### src/rtl/gpi_cfg_pkg.sv
// Package with register map, field layout and reset values of the input configuration block
package gpi_cfg_pkg;
    localparam int          NUM_INPUTS      = 11;
    localparam int          BANK_A_WIDTH    = 6;
    localparam int          BANK_B_WIDTH    = 5;
    localparam int          BANK_B_BASE     = 6;
    localparam logic [7:0]  OFS_POL_A       = 8'h1B;
    localparam logic [7:0]  OFS_POL_B       = 8'h1C;
    localparam logic [7:0]  OFS_EVT_A       = 8'h1D;
    localparam logic [7:0]  OFS_EVT_B       = 8'h1E;
    localparam logic [7:0]  OFS_IRQ_A       = 8'h1F;
    localparam logic [7:0]  OFS_IRQ_B       = 8'h20;
    localparam logic [7:0]  MASK_BANK_A     = 8'h3F;
    localparam logic [7:0]  MASK_BANK_A_V5  = 8'h1F;
    localparam logic [7:0]  MASK_BANK_B     = 8'h1F;
    localparam logic [7:0]  RESET_VALUE     = 8'h00;
    localparam int          SUMMARY_BIT     = 1;
    localparam logic [7:0]  OFS_STATUS      = 8'h01;
    localparam logic [3:0]  EVENT_CODE_BASE = 4'h1;
endpackage : gpi_cfg_pkg

### src/rtl/gpi_interrupt_event_config.sv
// Top of the input polarity, event logging and interrupt enable configuration block
// Function
// - Polarity 0 sets status on low pin, 1 sets status on high pin.
// - First bank bits 0..5 serve inputs 1..6 on row pins 0..5.
// - Second bank bits 0..4 serve inputs 7..11 on row pins 6..10.
// - Bit 5 of first bank works only on six-row variant, else reserved.
// - Event-enable 1 logs input activity into the event queue, 0 logs nothing.
// - Logged input activity raises the event interrupt flag like key events.
// - Logged inputs never feed the summary input interrupt.
// - Logged input events qualify for unlock logic like other queue events.
// - Enabled input with event logging off, status set and condition met asserts summary bit.
// - Disabled input status never affects the summary bit.
// - First-bank interrupt enables in bits 0..5, bits 7 and 6 reserved.
`timescale 1ns/1ps
module gpi_interrupt_event_config #(
    parameter bit SIXTH_ROW_PRESENT = 1'b1
) (
    // Clock, reset, enable
    input  wire logic        mclk,
    input  wire logic        rst,
    input  wire logic        clkEn,
    // Register port from the serial bus front end
    input  wire logic [7:0]  regAddr,
    input  wire logic        regWrite,
    input  wire logic        regRead,
    input  wire logic [7:0]  regWdata,
    output logic      [7:0]  regRdata,
    output logic             regHit,
    // Row pins
    input  wire logic [10:0] rowPin,
    // Status clears from the interrupt status register
    input  wire logic [10:0] statusClear,
    // Status toward the rest of the device
    output logic      [10:0] irqStatus,
    output logic             summaryInputIrq,
    output logic             eventIrqSet,
    output logic             unlockEvent,
    // Event queue write port
    output logic             queueWrite,
    output logic      [3:0]  queueCode
);
    logic [7:0]  polA_q;
    logic [7:0]  polB_q;
    logic [7:0]  evtA_q;
    logic [7:0]  evtB_q;
    logic [7:0]  irqA_q;
    logic [7:0]  irqB_q;
    logic [10:0] polAll;
    logic [10:0] evtAll;
    logic [10:0] irqAll;
    logic [10:0] sliceStatus;
    logic [10:0] sliceSummary;
    logic [10:0] sliceEvent;
    logic [10:0] pendEvt_q;
    logic [10:0] pendEvt_d;
    logic [10:0] pickOneHot;
    logic [3:0]  pickCode;
    logic        pickValid;
    logic [7:0]  maskA;
    logic [7:0]  rdMux;
    logic        hit;
    logic        wPolA;
    logic        wPolB;
    logic        wEvtA;
    logic        wEvtB;
    logic        wIrqA;
    logic        wIrqB;
    logic        selPolA;
    logic        selPolB;
    logic        selEvtA;
    logic        selEvtB;
    logic        selIrqA;
    logic        selIrqB;
    logic [7:0]  wdataA;
    logic [7:0]  wdataB;

    // Without the sixth row pin bit 5 is reserved in every first-bank register
    assign maskA = SIXTH_ROW_PRESENT ? gpi_cfg_pkg::MASK_BANK_A : gpi_cfg_pkg::MASK_BANK_A_V5;

    // Address decode, one select per register
    assign selPolA = (regAddr == gpi_cfg_pkg::OFS_POL_A);
    assign selPolB = (regAddr == gpi_cfg_pkg::OFS_POL_B);
    assign selEvtA = (regAddr == gpi_cfg_pkg::OFS_EVT_A);
    assign selEvtB = (regAddr == gpi_cfg_pkg::OFS_EVT_B);
    assign selIrqA = (regAddr == gpi_cfg_pkg::OFS_IRQ_A);
    assign selIrqB = (regAddr == gpi_cfg_pkg::OFS_IRQ_B);

    assign wPolA = regWrite & selPolA;
    assign wPolB = regWrite & selPolB;
    assign wEvtA = regWrite & selEvtA;
    assign wEvtB = regWrite & selEvtB;
    assign wIrqA = regWrite & selIrqA;
    assign wIrqB = regWrite & selIrqB;

    assign hit = selPolA | selPolB | selEvtA
               | selEvtB | selIrqA | selIrqB;

    // Reserved positions are never stored, so they read back as zero
    assign wdataA = regWdata & maskA;
    assign wdataB = regWdata & gpi_cfg_pkg::MASK_BANK_B;

    always_ff @(posedge mclk) begin
        if (rst) begin
            polA_q <= gpi_cfg_pkg::RESET_VALUE;
        end else if (clkEn && wPolA) begin
            polA_q <= wdataA;
        end
    end

    always_ff @(posedge mclk) begin
        if (rst) begin
            polB_q <= gpi_cfg_pkg::RESET_VALUE;
        end else if (clkEn && wPolB) begin
            polB_q <= wdataB;
        end
    end

    always_ff @(posedge mclk) begin
        if (rst) begin
            evtA_q <= gpi_cfg_pkg::RESET_VALUE;
        end else if (clkEn && wEvtA) begin
            evtA_q <= wdataA;
        end
    end

    always_ff @(posedge mclk) begin
        if (rst) begin
            evtB_q <= gpi_cfg_pkg::RESET_VALUE;
        end else if (clkEn && wEvtB) begin
            evtB_q <= wdataB;
        end
    end

    always_ff @(posedge mclk) begin
        if (rst) begin
            irqA_q <= gpi_cfg_pkg::RESET_VALUE;
        end else if (clkEn && wIrqA) begin
            irqA_q <= wdataA;
        end
    end

    always_ff @(posedge mclk) begin
        if (rst) begin
            irqB_q <= gpi_cfg_pkg::RESET_VALUE;
        end else if (clkEn && wIrqB) begin
            irqB_q <= wdataB;
        end
    end

    // Unmapped addresses fall through to zero
    assign rdMux = selPolA ? polA_q :
                   selPolB ? polB_q :
                   selEvtA ? evtA_q :
                   selEvtB ? evtB_q :
                   selIrqA ? irqA_q :
                   selIrqB ? irqB_q : 8'h00;

    always_ff @(posedge mclk) begin
        if (rst) begin
            regRdata <= 8'h00;
            regHit   <= 1'b0;
        end else if (clkEn) begin
            regRdata <= regRead ? rdMux : 8'h00;
            regHit   <= regRead & hit;
        end
    end

    // Input n+1 maps to bit n of bank A, input 7+m to bit m of bank B
    assign polAll = {polB_q[4:0], polA_q[5:0]};
    assign evtAll = {evtB_q[4:0], evtA_q[5:0]};
    assign irqAll = {irqB_q[4:0], irqA_q[5:0]};

    // Each slice synchronises its own pin, so slice status lags the pin by three edges and irqStatus by four
    for (genvar i = 0; i < gpi_cfg_pkg::NUM_INPUTS; i++) begin : g_slice
        gpi_input_slice u_slice (
            .mclk        (mclk),
            .rst         (rst),
            .clkEn       (clkEn),
            .rowPin      (rowPin[i]),
            .polaritySel (polAll[i]),
            .eventLogEn  (evtAll[i]),
            .irqEn       (irqAll[i]),
            .statusClear (statusClear[i]),
            .irqStatus   (sliceStatus[i]),
            .summaryTerm (sliceSummary[i]),
            .eventPulse  (sliceEvent[i])
        );
    end

    // Simultaneous events queue one per cycle, lowest input first
    assign pickOneHot = pendEvt_q & (~pendEvt_q + 11'h001);
    assign pickValid  = |pendEvt_q;
    assign pendEvt_d  = (pendEvt_q & ~pickOneHot) | sliceEvent;

    always_comb begin
        pickCode = 4'h0;
        for (int k = gpi_cfg_pkg::NUM_INPUTS - 1; k >= 0; k--) begin
            if (pickOneHot[k]) pickCode = gpi_cfg_pkg::EVENT_CODE_BASE + 4'(k);
        end
    end

    always_ff @(posedge mclk) begin
        if (rst) begin
            pendEvt_q       <= 11'h000;
            queueWrite      <= 1'b0;
            queueCode       <= 4'h0;
            eventIrqSet     <= 1'b0;
            unlockEvent     <= 1'b0;
            irqStatus       <= 11'h000;
            summaryInputIrq <= 1'b0;
        end else if (clkEn) begin
            pendEvt_q       <= pendEvt_d;
            queueWrite      <= pickValid;
            queueCode       <= pickCode;
            eventIrqSet     <= pickValid;
            unlockEvent     <= pickValid;
            irqStatus       <= sliceStatus;
            summaryInputIrq <= |sliceSummary;
        end
    end
endmodule : gpi_interrupt_event_config

### src/rtl/gpi_input_slice.sv
// One general-purpose input: pin synchroniser, status, queue event and summary contribution
`timescale 1ns/1ps
module gpi_input_slice (
    // Clock and control
    input  wire logic mclk,
    input  wire logic rst,
    input  wire logic clkEn,
    // Pin and configuration
    input  wire logic rowPin,
    input  wire logic polaritySel,
    input  wire logic eventLogEn,
    input  wire logic irqEn,
    input  wire logic statusClear,
    // Results
    output logic      irqStatus,
    output logic      summaryTerm,
    output logic      eventPulse
);
    logic syncA_q;
    logic syncB_q;
    logic prev_q;
    logic status_q;
    logic status_d;
    logic condMet;
    logic activity;

    // Polarity 0 means active low, 1 active high
    assign condMet  = rowPin_sync_match(syncB_q, polaritySel);
    assign activity = syncB_q ^ prev_q;
    // A pending condition beats a clear in the same cycle
    assign status_d = condMet ? 1'b1 : (statusClear ? 1'b0 : status_q);

    function automatic logic rowPin_sync_match(input logic lvl, input logic pol);
        rowPin_sync_match = (lvl == pol);
    endfunction : rowPin_sync_match

    always_ff @(posedge mclk) begin
        if (rst) begin
            syncA_q   <= 1'b0;
            syncB_q   <= 1'b0;
            prev_q    <= 1'b0;
            status_q  <= 1'b0;
            eventPulse <= 1'b0;
        end else if (clkEn) begin
            syncA_q   <= rowPin;
            syncB_q   <= syncA_q;
            prev_q    <= syncB_q;
            status_q  <= status_d;
            eventPulse <= activity & eventLogEn;
        end
    end

    assign irqStatus   = status_q;
    // Logged inputs are kept out of the summary whatever irqEn says
    assign summaryTerm = irqEn & ~eventLogEn & status_q & condMet;
endmodule : gpi_input_slice

### config.mk
export PLATFORM = sky130hd
export DESIGN_NAME = gpi_interrupt_event_config
export DESIGN_NICKNAME = d
export VERILOG_FILES = /design/src/rtl/gpi_cfg_pkg.sv /design/src/rtl/gpi_interrupt_event_config.sv /design/src/rtl/gpi_input_slice.sv
export SDC_FILE = /design/constraint.sdc
export NUM_CORES = 1
export LEC_CHECK = 0
export BUFFER_PORTS_ARGS = -buffer_cell sky130_fd_sc_hd__buf_4
export CORE_MARGIN = 2
export CORE_UTILIZATION = 58
export DETAILED_ROUTE_END_ITERATION = 8
export PLACE_DENSITY = 0.8
export REMOVE_ABC_BUFFERS = 1
export SETUP_SLACK_MARGIN = 0.02
export SLEW_MARGIN = 20
export SYNTH_ARGS = -nofsm -noshare
export SYNTH_HDL_FRONTEND = slang
export SYNTH_HIERARCHICAL = 1
export SYNTH_SLANG_ARGS = --single-unit
### constraint.sdc
create_clock -name mclk -period 2.03 [get_ports mclk]
set_input_delay 0.1015 -clock mclk [delete_from_list [all_inputs] [get_ports mclk]]
set_output_delay 0.1015 -clock mclk [all_outputs]
set_load 0.02 [all_outputs]
==> results of run 1 <==
[cell usage after synthesis, types with 2 or more instances]
cell type	n	area share [%]
or4_1	3	0.41
o32a_1	2	0.37
and3_1	2	0.23
nor2b_1	5	0.57
a22oi_1	5	0.69
buf_2	4	0.37
mux2i_1	80	15
a311oi_1	3	0.48
or3b_1	13	2.1
xor2_1	11	1.8
a21bo_2	11	2.0
xnor2_1	11	1.8
nand3_1	2	0.18
a2111oi_0	2	0.32
nor4b_1	3	0.48
o21ai_0	8	0.73
nand2_1	38	2.6
inv_1	6	0.41
o22ai_1	15	1.7
nor4_4	3	1.2
a31oi_1	4	0.46
or3_1	2	0.23
buf_6	11	2.3
nor3_1	13	1.2
a211oi_1	3	0.41
buf_4	4	0.55
nor3_2	2	0.37
nor2_1	95	6.5
nor4_1	6	0.69
clkbuf_1	13	0.89
o31ai_1	14	1.9
dfxtp_1	123	45
o41ai_1	4	0.64
nand2b_1	20	2.3
and2_1	2	0.23
a21oi_1	14	1.3
[layer usage]
metal,share of wire (%),routed length [µm]
met1,43,5900
met2,50,6780
met3,4.7,644
met4,1.9,261
met5,0,0
[through the flow]
stage | hold WS [ps] | setup slack (ps) | total power [µW] | area (µm²) | std cells
final | 16.8 | 268 | 6280 | 7030 | 803
after global routing | 16.4 | 286 | 6480 | 7030 | 803
after CTS | 13.3 | 344 | 6320 | 7030 | 803
after detailed placement | 348 | 281 | 3020 | 6100 | 742
after global placement | 337 | 316 | 3000 | 6100 | 742
after floorplan | 171 | 544 | 2760 | 5260 | 540
[worst register-to-register path, delay by kind of cell (launching register included)]
family           cells  cell delay [ps]
AND/OR/NAND/NOR      2              640
AO/OA/AOI/OAI        1              170
XOR/XNOR             1              260
flip-flops           1              420
[sequential cells by signal (all words and copies together) (netlist names), 6 cells and up]
signal,count
irqStatus,11
polA_q,6
g_slice.u_slice/eventPulse,11
g_slice.u_slice/syncB_q,11
evtA_q,6
g_slice.u_slice/prev_q,11
g_slice.u_slice/syncA_q,11
irqA_q,6
g_slice.u_slice/irqStatus,11
pendEvt_q,11
regRdata,6
[final timing paths]
check             cells after the start         endpoint
setup / recovery                      7        polB_q[0]
hold / removal                        3      regRdata[0]
setup reg to reg                      4  summaryInputIrq
hold reg to reg                       2           regHit
[repair_timing]
action	4_1_cts	5_1_grt
setup buffers	0	0
hold buffers	29	0
endpoints found under the hold margin	56	0
[logic make-up (layout without fill, tap and decap cells)]
| group | Yosys count | count (layout) | share of synthesized area, % |
|---|---|---|---|
| compound gates | 91 | 91 | 12.1 |
| xor+xnor | 22 | 22 | 3.52 |
| buf+inv | 38 | 158 | 4.47 |
| flops | 123 | 123 | 44.9 |
| mux | 81 | 81 | 14.8 |
| other cells | 1 | 2 | 0.0684 |
| simple gates | 215 | 215 | 20.1 |
[area by class of cell]
class	instances	area, µm²	share of cell area (%)
Multi-Input combinational cell	411	2780	39.5
Sequential cell	123	2460	35.0
Timing Repair Buffer	120	986	14.0
Clock buffer	19	432	6.14
Clock inverter	13	213	3.03
Tap cell	111	139	1.98
Inverter	6	22.5	0.320
[where the power goes]
part           internal (µW)  switching (µW)  leakage (µW)  total (µW)
clock                   2160            1110      0.000305        3270
sequential              2480            45.9       0.00100        2520
combinational            240             251       0.00158         491
==> impl_metrics.py, run 1 <==
metrics = {
    "run_status": {
        "status": "finished, final reports clean",
    },
    "global_route": {
        "met1_usage_pct": 34.6,
        "antenna_found_initial": 0,
        "grt_max_degree": 73,
        "grtUsageMet2_pct": 46.1,
        "grt_busiest_layer": "met2",
        "gr-total-overflow": 0,
        "met3_usage_pct": 6.76,
        "grt_usage_pct": 27.5,
        "grt_pass1_vias": 4453,
        "grt_pass1_wl_um": 21800,
    },
    "route": {
        "drc": 0,
        "ant_nets": 0,
        "first_pass_iters": 5,
        "routed_wl_um": 13600,
        "vias": 4596,
        "routedWlPerCell_um": 16.9,
        "first_iter_violations": 343,
        "vias_per_cell": 5.72,
    },
    "timing": {
        "post-route-min-period_ps": 1760,
        "rsz0062_at_grt": "no",
        "max_freq_mhz": 567,
        "report.final.setup_viol": 0,
        "drv_slew": 0,
        "hold_viol": 0,
        "worst_slew_margin_rel_pct": 52.3,
        "timing.final.crit_share_pct": 86.8,
        "fin_skew_ps": 8.11,
        "setup-tns-final_ps": 0,
        "tightest_slew_ps": 716,
    },
    "setup_path": {
        "cp_cell_sequence": "dlygate4sd3_1, buf_4, nand2_1, nor3_2, buf_4, mux2i_1, nor2_1",
        "cp.required_ps": 2410,
        "worstSetupPathType": "in2reg",
        "rr_startpoint": "g_slice[2].u_slice/syncB_q",
        "worst_path_most_repeated_cell": "buf_4",
        "endpoint_kind": "register",
        "cp.arrival_ps": 2140,
        "cp-start-kind": "input port",
        "rrSetupSlack_ps": 370,
        "startpoint": "clkEn",
        "cp_top_family": "buffers and inverters",
        "slowest_delay_ps": 520,
        "crit_buf_inv": 3,
        "cp_slowest_cell": "dlygate4sd3_1",
        "crit_fanout": 10,
    },
    "power_and_ir_drop": {
        "p_per_area_nw_per_um2": 893,
        "ir_drop_mv": 0.593,
        "cellLeakagePower_uw": 0.00288,
    },
    "cts": {
        "htreeDepth": 4,
        "cts_buffer_depth": 2,
        "clkSinkCount": 123,
        "path_clk_slew_ps": 60,
        "cts_root_buf": "clkbuf_8",
        "clock_latency_ps": 510,
        "cts_made_buffers": 17,
        "cts_resized": 0,
        "cts_tree": "yes",
    },
    "finish": {
        "n_antenna_cell": 0,
        "mostFrequentLayoutCell": "dfxtp_1",
        "area_delta_synth_final_pct": 28.3,
        "drive_above_1_share_pct": 20.5,
        "finalNetCount": 722,
        "layout_common_cells": "dfxtp_1, nor2_1, buf_4",
        "fillers": 636,
        "fin_util_pct": 76.4,
    },
    "die": {
        "die_x_um": 101,
        "die-height_um": 101,
        "initial_core_util_pct": 59.6,
        "rows": 35,
        "core-area_um2": 9200,
        "die-area_um2": 10200,
        "ioPinCount": 71,
    },
    "logic_synthesis": {
        "synthCells": 571,
        "synth-seq-cells": 123,
        "syn-cell-area_um2": 5480,
        "ys_seq_area_share_pct": 44.9,
        "synth_edf_count": 0,
        "avgSynthCellArea_um2": 9.60,
        "postSynth.asyncResetShare_pct": 0,
        "yosysUniqueCellTypes": 50,
        "synth_ff_type": "dfxtp_1",
        "yosysWarnings": 6,
    },
    "place": {
        "numPortBuffers": 66,
        "routabilityCongestion": 0.898,
        "dp_hpwl_um": 9010,
    },
    "min_path": {
        "hp-class": "in2reg",
        "hp-start": "regRead",
    },
    "flow_run": {
        "cap_violations": 0,
    },
}
Note: power is estimated with default switching activity, not from simulation.
==> run 2, diff against run 1 <==
--- a/config.mk
+++ b/config.mk
@@ -8,2 +8,3 @@
 export BUFFER_PORTS_ARGS = -buffer_cell sky130_fd_sc_hd__buf_4
+export CORE_ASPECT_RATIO = 0.6
 export CORE_MARGIN = 2
==> constraint.sdc (replaced) <==
create_clock -name mclk -period 2.03 [get_ports mclk]
set_input_delay 0.203 -clock mclk [delete_from_list [all_inputs] [get_ports mclk]]
set_output_delay 0.203 -clock mclk [all_outputs]
set_load 0.02 [all_outputs]
==> run 2 against run 1 <==
Non-clock buffer count decreased by 27. Global-route usage increased by 0.53 points. Core utilization decreased by 2.7 points. Setup slack gained 12 ps. Clock power decreased by 2%. Flip-flop and latch count did not move. Combinational power shrank 7.3%. Hold slack improved by 5.9 ps. Highest routed layer unchanged.
==> impl_metrics.py, run 2 (synthesis gave the netlist of run 1 again) <==
metrics = {
    "finish": {
        "mostFrequentLayoutCell": "dfxtp_1",
        "area_delta_synth_final_pct": 23.7,
        "fillers": 675,
        "finalNetCount": 695,
        "final_area_um2": 6780,
        "fin_util_pct": 73.8,
        "layout_common_cells": "dfxtp_1, nor2_1, buf_4",
        "drive_above_1_share_pct": 21.2,
        "n_antenna_cell": 0,
    },
    "die": {
        "die-area_um2": 10300,
        "die_x_um": 129,
        "initial_core_util_pct": 59.6,
        "core-area_um2": 9190,
        "die-height_um": 79.3,
        "rows": 27,
        "ioPinCount": 71,
    },
    "timing": {
        "rsz0062_at_grt": "no",
        "fin_skew_ps": 7.12,
        "setup-tns-final_ps": 0,
        "tightest_slew_ps": 711,
        "worst_slew_margin_rel_pct": 52.2,
        "post-route-min-period_ps": 1750,
        "hold_viol": 0,
        "report.final.setup_viol": 0,
        "timing.final.crit_share_pct": 86.2,
        "fin_hold_ws_ps": 22.7,
        "drv_slew": 0,
        "max_freq_mhz": 571,
    },
    "setup_path": {
        "endpoint_kind": "register",
        "worstSetupPathType": "reg2reg",
        "cp.arrival_ps": 2030,
        "cp-start-kind": "register",
        "cp.required_ps": 2310,
        "crit_fanout": 8,
    },
    "route": {
        "vias": 4548,
        "vias_per_cell": 5.73,
        "first_pass_iters": 5,
        "routed_wl_um": 13700,
        "routedWlPerCell_um": 17.2,
        "drc": 0,
        "ant_nets": 0,
        "first_iter_violations": 422,
    },
    "cts": {
        "cts_resized": 0,
        "cts_tree": "yes",
        "htreeDepth": 4,
        "cts_setup_buffers": 0,
        "clock_latency_ps": 410,
        "cts_made_buffers": 17,
        "clkSinkCount": 123,
        "cts_root_buf": "clkbuf_16",
        "cts_hold_buffers": 0,
        "cts_buffer_depth": 2,
        "path_clk_slew_ps": 60,
    },
    "power_and_ir_drop": {
        "p_seq_share_pct": 41.0,
        "switching_share_pct": 21.7,
        "p_per_area_nw_per_um2": 910,
        "cellLeakagePower_uw": 0.00278,
        "clkPwrFrac_pct": 51.6,
        "combPwrFrac_pct": 7.4,
        "p_int_uw": 4830,
        "netSwitchingPower_uw": 1340,
        "ir_drop_mv": 0.623,
    },
    "min_path": {
        "hp-class": "in2reg",
    },
    "global_route": {
        "grt_usage_pct": 28.0,
        "gr-total-overflow": 0,
        "met3_usage_pct": 6.40,
        "grt_busiest_layer": "met2",
        "grtUsageMet2_pct": 45.4,
        "grt_pass1_vias": 4350,
        "grt_max_degree": 52,
        "antenna_found_initial": 0,
        "met1_usage_pct": 37.3,
        "grt_pass1_wl_um": 22200,
    },
    "run_status": {
        "status": "finished, final reports clean",
    },
    "place": {
        "routabilityCongestion": 0.909,
        "numPortBuffers": 66,
        "dpl_cell_area_um2": 6160,
        "dp_hpwl_um": 9450,
    },
    "flow_run": {
        "cap_violations": 0,
    },
}
-- run 2: changes by cell type in the layout (fill, tap and decap cells not counted) --
cell | before | now
clkbuf_16 | 16 | 17
inv_6 | 3 | 0
clkbuf_8 | 2 | 3
clkbuf_1 | 1 | 3
dlygate4sd3_1 | 29 | 0
buf_12 | 1 | 3
bufinv_16 | 5 | 4
clkinv_4 | 1 | 0
clkinv_2 | 1 | 4
clkinvlp_4 | 3 | 0
-- run 2: per-stage QoR --
| stage | setup WS, ps | std cells | total power, µW |
|---|---|---|---|
| CTS | 279 | 794 | 6180 |
| finish | 279 | 794 | 6170 |
| floorplan | 442 | 540 | 2760 |
| detailed placement | 249 | 763 | 3030 |
| global placement | 294 | 763 | 3010 |
| global route | 100 | 794 | 6350 |
-- run 2: area by class of cell --
cell class	instances	area, µm²	share of cell area, %
Multi-Input combinational cell	411	2780	41.0
Sequential cell	123	2460	36.3
Timing Repair Buffer	93	736	10.9
Clock buffer	23	478	7.05
Tap cell	130	163	2.40
Clock inverter	8	140	2.07
Inverter	6	22.5	0.332
-- run 2: worst max-delay path: stages (launching register included) --
cell and delay (ps):
dfxtp_1 380, nor4b_1 480, nand3_1 320, o41ai_1 320
a21oi_1 110
-- run 2: worst paths after layout --
check                           slack, ps                          start                     endpoint  depth (start not counted)
worst min register to register        460  g_slice[2].u_slice/eventPulse                 pendEvt_q[2]                          2
worst min-delay path                   20                     rowPin[10]  g_slice[10].u_slice/syncA_q                          3
worst max register to register        280                   pendEvt_q[1]                pendEvt_q[10]                          4
worst max-delay path                  280                   pendEvt_q[1]                pendEvt_q[10]                          4
-- run 2: metal layers --
metal	share of wire, %	routed length [µm]
met1	45	6200
met2	47	6370
met3	7.0	951
met4	1.1	146
met5	0	0
-- run 2: power groups by stage --
stage / Combinational (µW) / Sequential, µW / Clock [µW]
2_1_floorplan: 174 / 2580 / 0
3_3_place_gp: 437 / 2570 / 0
3_5_place_dp: 450 / 2580 / 0
4_1_cts: 454 / 2530 / 3200
5_1_grt: 493 / 2530 / 3320
6_report: 455 / 2530 / 3190
